## src/hw/nzs_map.svh

```systemverilog
`ifndef NZS_MAP_SVH
`define NZS_MAP_SVH
// Operation codes on the request port
`define NZS_OP_NONE 3'h0
`define NZS_OP_SWAP 3'h1
`define NZS_OP_SZ 3'h2
`define NZS_OP_SZA 3'h3
`define NZS_OP_SBIT 3'h4
// Instruction cycles taken by a test whose skip is taken
`define NZS_SKIP_CYCLES 2'h3
// Count after the first cycle of a skip, and for a plain instruction
`define NZS_SKIP_FIRST 2'h2
`define NZS_ONE_CYCLE 2'h1
`define NZS_CYCLES_RESET 2'h0
`define NZS_ACCUM_RESET 8'h00
`define NZS_DATA_ZERO 8'h00
`endif

```

## src/hw/nzs_pkg.sv

```systemverilog
package nzs_pkg;
  typedef enum logic [1:0] {
    NZS_IDLE,
    NZS_EXEC,
    NZS_DUMMY
  } nzs_state_type;

  // Request from the decode stage: operation, memory operand, bit select
  typedef struct packed {
    logic [2:0] op;
    logic [7:0] operand;
    logic [2:0] bit_sel;
    logic [7:0] address;
  } nzs_req_type;

  // Write-back to the data memory
  typedef struct packed {
    logic we;
    logic [7:0] address;
    logic [7:0] data;
  } nzs_mem_wr_type;
endpackage : nzs_pkg

```

## src/hw/nzs_eval.sv

```systemverilog
`timescale 1ns/10ps
`include "nzs_map.svh"
// Pure decode of one request: result value and skip decision
module nzs_eval (
  // Request
  input wire nzs_pkg::nzs_req_type req_in,
  // Results
  output logic [7:0] swap_out,
  output logic skip_out,
  output logic accum_we_out,
  output logic mem_we_out
);
  wire is_swap = (req_in.op == `NZS_OP_SWAP);
  wire is_sz = (req_in.op == `NZS_OP_SZ);
  wire is_sza = (req_in.op == `NZS_OP_SZA);
  wire is_sbit = (req_in.op == `NZS_OP_SBIT);
  wire is_zero = (req_in.operand == `NZS_DATA_ZERO);
  wire sel_bit = req_in.operand[req_in.bit_sel];

  assign swap_out = {req_in.operand[3:0], req_in.operand[7:4]};
  assign skip_out = ((is_sz | is_sza) & is_zero) | (is_sbit & ~sel_bit);
  assign accum_we_out = is_swap | is_sza;
  assign mem_we_out = is_sz;
endmodule : nzs_eval

```

## src/hw/nzs_core.sv

```systemverilog
`timescale 1ns/10ps
`include "nzs_map.svh"
module nzs_core (
  // Clock and reset
  input wire logic REF_CLK_IN,
  input wire logic RSTN_IN,
  // Request from decode, valid for one cycle
  input wire logic REQ_VALID_IN,
  input wire nzs_pkg::nzs_req_type REQ_IN,
  // Accumulator write
  output logic ACCUM_WE_OUT,
  output logic [7:0] ACCUM_DATA_OUT,
  // Data memory write-back
  output nzs_pkg::nzs_mem_wr_type MEM_WR_OUT,
  // Pipeline control
  output logic SKIP_OUT,
  output logic BUSY_OUT,
  output logic DONE_OUT,
  output logic FLAGS_WE_OUT
);
  nzs_pkg::nzs_state_type state_r, state_nxt;
  nzs_pkg::nzs_mem_wr_type mem_wr_nxt;
  logic [7:0] swap_val;
  logic skip_val;
  logic accum_we_val;
  logic mem_we_val;
  logic [1:0] cycles_r;
  logic [1:0] cycles_nxt;

  // Op compare shared by the datapath and the checks
  function automatic logic op_is(input logic [2:0] op, input logic [2:0] code);
    op_is = (op == code);
  endfunction : op_is

  nzs_eval u_eval (
    .req_in(REQ_IN),
    .swap_out(swap_val),
    .skip_out(skip_val),
    .accum_we_out(accum_we_val),
    .mem_we_out(mem_we_val)
  );

  // Requests in the dummy slot are dropped; decode must leave that cycle empty
  wire in_dummy = (state_r == nzs_pkg::NZS_DUMMY);
  wire take = REQ_VALID_IN & ~in_dummy;
  wire is_swap = op_is(REQ_IN.op, `NZS_OP_SWAP);
  wire is_sz = op_is(REQ_IN.op, `NZS_OP_SZ);
  wire is_sza = op_is(REQ_IN.op, `NZS_OP_SZA);
  wire is_sbit = op_is(REQ_IN.op, `NZS_OP_SBIT);
  wire is_zero = (REQ_IN.operand == `NZS_DATA_ZERO);
  wire [7:0] accum_val = is_swap ? swap_val : REQ_IN.operand;
  // A dummy cycle follows a taken skip, stalling the fetch
  wire go_dummy = take & skip_val;
  wire finish_now = take & ~skip_val;

  always_comb begin
    case (state_r)
      nzs_pkg::NZS_IDLE: state_nxt = go_dummy ? nzs_pkg::NZS_DUMMY : nzs_pkg::NZS_IDLE;
      nzs_pkg::NZS_EXEC: state_nxt = go_dummy ? nzs_pkg::NZS_DUMMY : nzs_pkg::NZS_IDLE;
      nzs_pkg::NZS_DUMMY: state_nxt = nzs_pkg::NZS_EXEC;
      default: state_nxt = nzs_pkg::NZS_IDLE;
    endcase
  end

  // Length of the instruction now finishing; read only by the timing checks
  assign cycles_nxt = go_dummy ? `NZS_SKIP_FIRST : (in_dummy ? `NZS_SKIP_CYCLES : `NZS_ONE_CYCLE);

  always_ff @(posedge REF_CLK_IN) begin
    if (!RSTN_IN) begin
      state_r <= nzs_pkg::NZS_IDLE;
      cycles_r <= `NZS_CYCLES_RESET;
    end else begin
      state_r <= state_nxt;
      cycles_r <= cycles_nxt;
    end
  end

  // Timing of a taken skip and of a plain instruction
  a_dummy_cycle: assert property (@(posedge REF_CLK_IN) disable iff (!RSTN_IN)
    go_dummy
    |=> BUSY_OUT && !DONE_OUT ##1 BUSY_OUT && DONE_OUT && cycles_r == `NZS_SKIP_CYCLES)
    else $error("skip not three cycles");
  a_busy_shape: assert property (@(posedge REF_CLK_IN) disable iff (!RSTN_IN)
    BUSY_OUT && !DONE_OUT
    |=> BUSY_OUT && DONE_OUT)
    else $error("stall not two cycles");
  a_skip_pulse: assert property (@(posedge REF_CLK_IN) disable iff (!RSTN_IN)
    SKIP_OUT
    |=> !SKIP_OUT)
    else $error("skip longer than one cycle");
  a_single_cycle: assert property (@(posedge REF_CLK_IN) disable iff (!RSTN_IN)
    finish_now
    |=> DONE_OUT && !BUSY_OUT && cycles_r == `NZS_ONE_CYCLE)
    else $error("not one cycle");
  a_op_none: assert property (@(posedge REF_CLK_IN) disable iff (!RSTN_IN)
    take && op_is(REQ_IN.op, `NZS_OP_NONE)
    |=> DONE_OUT && !ACCUM_WE_OUT && !MEM_WR_OUT.we && !SKIP_OUT)
    else $error("empty op had an effect");
  a_idle_quiet: assert property (@(posedge REF_CLK_IN) disable iff (!RSTN_IN)
    !REQ_VALID_IN && !in_dummy
    |=> !DONE_OUT && !ACCUM_WE_OUT && !MEM_WR_OUT.we && !BUSY_OUT)
    else $error("activity without request");
  a_dummy_refused: assert property (@(posedge REF_CLK_IN) disable iff (!RSTN_IN)
    REQ_VALID_IN && in_dummy
    |=> !ACCUM_WE_OUT && !MEM_WR_OUT.we && !SKIP_OUT)
    else $error("request taken in dummy slot");

  wire accum_we_nxt = take & accum_we_val;
  // Held between writes so a rewrite or bit test never disturbs it
  wire [7:0] accum_data_nxt = accum_we_nxt ? accum_val : ACCUM_DATA_OUT;

  always_ff @(posedge REF_CLK_IN) begin
    if (!RSTN_IN) begin
      ACCUM_WE_OUT <= 1'b0;
      ACCUM_DATA_OUT <= `NZS_ACCUM_RESET;
    end else begin
      ACCUM_WE_OUT <= accum_we_nxt;
      ACCUM_DATA_OUT <= accum_data_nxt;
    end
  end

  // Accumulator port
  a_swap_value: assert property (@(posedge REF_CLK_IN) disable iff (!RSTN_IN)
    take && is_swap
    |=> ACCUM_WE_OUT && ACCUM_DATA_OUT == {$past(REQ_IN.operand[3:0]), $past(REQ_IN.operand[7:4])})
    else $error("swap result wrong");
  a_load_copy: assert property (@(posedge REF_CLK_IN) disable iff (!RSTN_IN)
    take && is_sza
    |=> ACCUM_WE_OUT && ACCUM_DATA_OUT == $past(REQ_IN.operand))
    else $error("load copy wrong");
  a_accum_hold: assert property (@(posedge REF_CLK_IN) disable iff (!RSTN_IN)
    !ACCUM_WE_OUT
    |-> $stable(ACCUM_DATA_OUT))
    else $error("accumulator changed without write");

  // Address and data always follow the request; only the strobe qualifies them
  assign mem_wr_nxt = '{we: take & mem_we_val, address: REQ_IN.address, data: REQ_IN.operand};

  always_ff @(posedge REF_CLK_IN) begin
    if (!RSTN_IN) begin
      MEM_WR_OUT <= '0;
    end else begin
      MEM_WR_OUT <= mem_wr_nxt;
    end
  end

  // Data memory write-back
  a_swap_no_write: assert property (@(posedge REF_CLK_IN) disable iff (!RSTN_IN)
    take && is_swap
    |=> !MEM_WR_OUT.we)
    else $error("swap wrote memory");
  a_rewrite_same: assert property (@(posedge REF_CLK_IN) disable iff (!RSTN_IN)
    take && is_sz
    |=> MEM_WR_OUT.we && MEM_WR_OUT.data == $past(REQ_IN.operand))
    else $error("rewrite value wrong");
  a_rewrite_addr: assert property (@(posedge REF_CLK_IN) disable iff (!RSTN_IN)
    take && is_sz
    |=> MEM_WR_OUT.address == $past(REQ_IN.address))
    else $error("rewrite address wrong");
  a_write_source: assert property (@(posedge REF_CLK_IN) disable iff (!RSTN_IN)
    MEM_WR_OUT.we
    |-> $past(take && is_sz))
    else $error("memory written by wrong op");
  a_load_no_write: assert property (@(posedge REF_CLK_IN) disable iff (!RSTN_IN)
    take && is_sza
    |=> !MEM_WR_OUT.we)
    else $error("load wrote memory");
  a_bit_no_write: assert property (@(posedge REF_CLK_IN) disable iff (!RSTN_IN)
    take && is_sbit
    |=> !ACCUM_WE_OUT && !MEM_WR_OUT.we)
    else $error("bit test wrote a result");

  always_ff @(posedge REF_CLK_IN) begin
    if (!RSTN_IN) begin
      SKIP_OUT <= 1'b0;
      BUSY_OUT <= 1'b0;
      DONE_OUT <= 1'b0;
      FLAGS_WE_OUT <= 1'b0;
    end else begin
      SKIP_OUT <= go_dummy;
      BUSY_OUT <= go_dummy | in_dummy;
      // Done on the final cycle: at once without skip, after the dummy cycle otherwise
      DONE_OUT <= finish_now | in_dummy;
      // Tied low, yet kept in a flop so every port leaves a register
      FLAGS_WE_OUT <= 1'b0;
    end
  end

  // Skip decision and pipeline control
  a_zero_skips: assert property (@(posedge REF_CLK_IN) disable iff (!RSTN_IN)
    take && (is_sz || is_sza) && is_zero
    |=> SKIP_OUT ##1 DONE_OUT)
    else $error("zero did not skip");
  a_nonzero_runs: assert property (@(posedge REF_CLK_IN) disable iff (!RSTN_IN)
    take && is_sz && !is_zero
    |=> !SKIP_OUT && !BUSY_OUT && DONE_OUT)
    else $error("nonzero skipped");
  a_load_nonzero: assert property (@(posedge REF_CLK_IN) disable iff (!RSTN_IN)
    take && is_sza && !is_zero
    |=> !SKIP_OUT && !BUSY_OUT && DONE_OUT)
    else $error("nonzero load skipped");
  a_bit_test: assert property (@(posedge REF_CLK_IN) disable iff (!RSTN_IN)
    take && is_sbit
    |=> SKIP_OUT == !$past(REQ_IN.operand[REQ_IN.bit_sel]))
    else $error("bit test wrong");
  a_swap_no_skip: assert property (@(posedge REF_CLK_IN) disable iff (!RSTN_IN)
    take && is_swap
    |=> !SKIP_OUT && !BUSY_OUT && DONE_OUT)
    else $error("swap skipped");
  a_no_flags: assert property (@(posedge REF_CLK_IN) disable iff (!RSTN_IN)
    !FLAGS_WE_OUT)
    else $error("flags written");
endmodule : nzs_core

```

## config.mk

```make
export PLATFORM = sky130hd
export DESIGN_NAME = nzs_core
export DESIGN_NICKNAME = d
export VERILOG_FILES = /design/src/hw/nzs_pkg.sv /design/src/hw/nzs_eval.sv /design/src/hw/nzs_core.sv
export VERILOG_INCLUDE_DIRS = /design/src /design/src/hw
export SDC_FILE = /design/constraint.sdc
export NUM_CORES = 1
export LEC_CHECK = 0
export BUFFER_PORTS_ARGS = -buffer_cell sky130_fd_sc_hd__buf_2
export CORE_MARGIN = 8
export CORE_UTILIZATION = 40
export DETAILED_ROUTE_END_ITERATION = 6
export PLACE_DENSITY = 0.71
export SYNTH_ARGS = -nofsm -noshare
export SYNTH_HDL_FRONTEND = slang
export SYNTH_SLANG_ARGS = --single-unit
```

## constraint.sdc

```tcl
create_clock -name REF_CLK_IN -period 1.7 [get_ports REF_CLK_IN]
set_clock_uncertainty 0.15 [all_clocks]
set_input_delay 0.34 -clock REF_CLK_IN [delete_from_list [all_inputs] [get_ports REF_CLK_IN]]
set_output_delay 0.34 -clock REF_CLK_IN [all_outputs]
set_load 0.02 [all_outputs]
```

==> flow_metrics.py <==
metrics = {
    "run_status": {
        "status": "finished, final reports clean",
    },
    "layout": {
        "final_cells": 195,
        "final_common_cell": "buf_2",
        "fin_util_pct": 54.19,
        "final_cell_mix": "53 x buf_2, 31 x dfxtp_1, 18 x and2_1, 9 x nand2_1",
        "n_antenna_cell": 0,
        "drive_above_1_share_pct": 42.07,
        "syn_to_final_growth_pct": 30.54,
        "fin_nets": 188,
        "design_area_mm2": 0.001481,
    },
    "cts": {
        "cts_hold_buf": 0,
        "cts_made_buffers": 5,
        "clk-insertion-delay-late_ns": 0.32,
        "htreeDepth": 2,
        "cts_tree": "done",
        "cts_resized": 0,
        "clkSinkCount": 31,
        "cts_buffer_depth": 2,
        "post_cts_buffers": 0,
        "clk_pin_slew_worst_paths_ns": 0.09,
        "clockRootBuffer": "clkbuf_4",
    },
    "worst_hold_path": {
        "hold_end": "MEM_WR_OUT[11]",
        "hp-start": "REQ_IN[3]",
        "hold_path_class": "input port to flip-flop",
        "hold_depth": 2,
    },
    "timing": {
        "fmaxAchievable_ghz": 0.6945,
        "fin_crit_sh_pct": 84.69,
        "rsz0062_at_grt": "false",
        "hold_violations": 0,
        "finalSetupViolCount": 0,
        "min_period_ns": 1.440,
        "drv_slew": 0,
        "setup_slack_ns": 0.2602,
        "whs_ns": 0.07420,
        "setup-tns-final_ns": 0,
    },
    "yosys": {
        "synth_area_mm2": 0.001135,
        "synth_seq_cells": 31,
        "synth_cell_types": 24,
        "synthCells": 105,
        "avgSynthCellArea_um2": 10.81,
        "yosysSeqAreaShare_pct": 54.69,
        "synth_top_area_cell": "dfxtp_1",
        "synth_nets": 130,
        "yosysWarnings": 0,
        "synthTopCellsByArea": "dfxtp_1 55%, and2_1 9.9%, o221ai_1 6.2%",
        "synth_top_area_share_pct": 54.69,
    },
    "drt": {
        "drt-pass1-iter-count": 4,
        "remaining_drc_errors": 0,
        "viasPerCell": 5.026,
        "post_drt_wl_per_cell_um": 14.13,
        "final_antenna_net_count": 0,
        "wl_um": 2755,
        "vias": 980,
        "drt-initial-drc-count": 21,
    },
    "floorplanning": {
        "core-area_mm2": 0.002734,
        "rows": 19,
        "die_area_mm2": 0.004798,
        "die_x_um": 69.27,
        "ios": 55,
        "start_util_pct": 41.51,
        "die_height_um": 69.27,
    },
    "power": {
        "total_power_mw": 1.340,
        "vdd_drop_max_mv": 0.5461,
        "pwr_density_cell_mw_per_mm2": 904.3,
        "p_leak_nw": 0.7005,
    },
    "critical_path": {
        "cp_max_fo": 4,
        "crit_arrival_ns": 1.51,
        "r2r_slack_ns": 0.31,
        "worstSetupEndpointType": "flip-flop",
        "rr_endpoint": "ACCUM_DATA_OUT[1]",
        "worstPathRequired_ns": 1.77,
        "crit_path_start_kind": "input port",
        "reg2regPathDepth": 4,
        "crit_type": "input port to flip-flop",
        "r2r-start": "state_r[0]",
    },
    "placed_design": {
        "dp_hpwl_um": 2231,
        "port_buffers": 53,
        "placed_cells": 187,
        "dpl_cell_area_mm2": 0.001431,
        "place_ws_ns": -0.05689,
        "place_congestion": 0.7629,
    },
    "global_routing": {
        "grt_overflow_total": 0,
        "grt_max_degree": 29,
        "grt.total_usage_pct": 12.05,
        "grt_pass1_vias": 1031,
        "grt_pass1_wl_um": 4802,
        "antenna_found_initial": 0,
    },
    "flow_run": {
        "drv_cap": 0,
    },
}
[flip-flops by register name, indices dropped and copies added (netlist names)]
| signal | count |
|---|---|
| SKIP_OUT | 1 |
| BUSY_OUT | 1 |
| ACCUM_DATA_OUT | 8 |
| MEM_WR_OUT | 17 |
| ACCUM_WE_OUT | 1 |
| DONE_OUT | 1 |
| state_r | 2 |
[cells in the mapped netlist, drive strengths merged]
| cell type | count |
|---|---|
| dfxtp | 31 |
| and2 | 18 |
| nand2 | 9 |
| a21boi | 8 |
| o221ai | 8 |
| buf | 4 |
| clkbuf | 4 |
| mux2i | 4 |
| nor3 | 3 |
| nand2b | 2 |
| nor2b | 2 |
| or4 | 2 |
| a31o | 1 |
| a31oi | 1 |
| and2b | 1 |
| and3 | 1 |
| conb | 1 |
| mux4 | 1 |
| nand3 | 1 |
| nor2 | 1 |
| nor4 | 1 |
| o21bai | 1 |
[where the power goes]
part	total, mW	internal [mW]	switching, mW
combinational	0.187	0.0798	0.107
clock	0.390	0.161	0.229
sequential	0.763	0.755	0.00735
[layout make-up]
cell class	count	area, um2
repair buffers	59	310.3
clock inverters	1	5.005
flip-flops and latches	31	620.6
well taps	31	38.79
multi-input cells	66	461.7
fillers	253	1252
clock buffers	7	45.04
[worst max-delay path by stage]
stage                     to  depth (start not counted)        from  slack (ns)
floorplan           DONE_OUT                          5   REQ_IN[9]        0.09
global placement    DONE_OUT                          5  REQ_IN[12]       -0.04
detailed placement  DONE_OUT                          5  REQ_IN[12]       -0.06
CTS                 DONE_OUT                          5   REQ_IN[9]        0.27
global route        DONE_OUT                          5   REQ_IN[9]        0.20
finish              DONE_OUT                          5  REQ_IN[15]        0.26
[per-layer routing]
| layer | GRT usage [%] | wire length [um] | up-vias |
|---|---|---|---|
| met5 | 0 | 0 | - |
| met4 | 7.062 | 73 | 0 |
| met3 | 5.722 | 260 | 11 |
| met2 | 20.08 | 1359 | 40 |
| met1 | 11.93 | 1061 | 452 |
| li1 | - | - | 477 |
[cells by family (layout without fill, tap and decap cells)]
group / after synthesis / in the layout / synth area share (%)
AND/OR/NAND/NOR: 41 / 41 / 20.84
multiplexers: 5 / 5 / 5.513
other: 1 / 1 / 0.3304
AO/OA/AOI/OAI: 19 / 19 / 14.00
flip-flops: 31 / 31 / 54.69
buffers and inverters: 8 / 67 / 4.630
[critical path, stage by stage]
cell     delay (ns)
buf_2          0.12
or4_1          0.53
nor3_2         0.19
a31oi_2        0.08
a31o_1         0.25
Power figures use the tool's default switching activity.
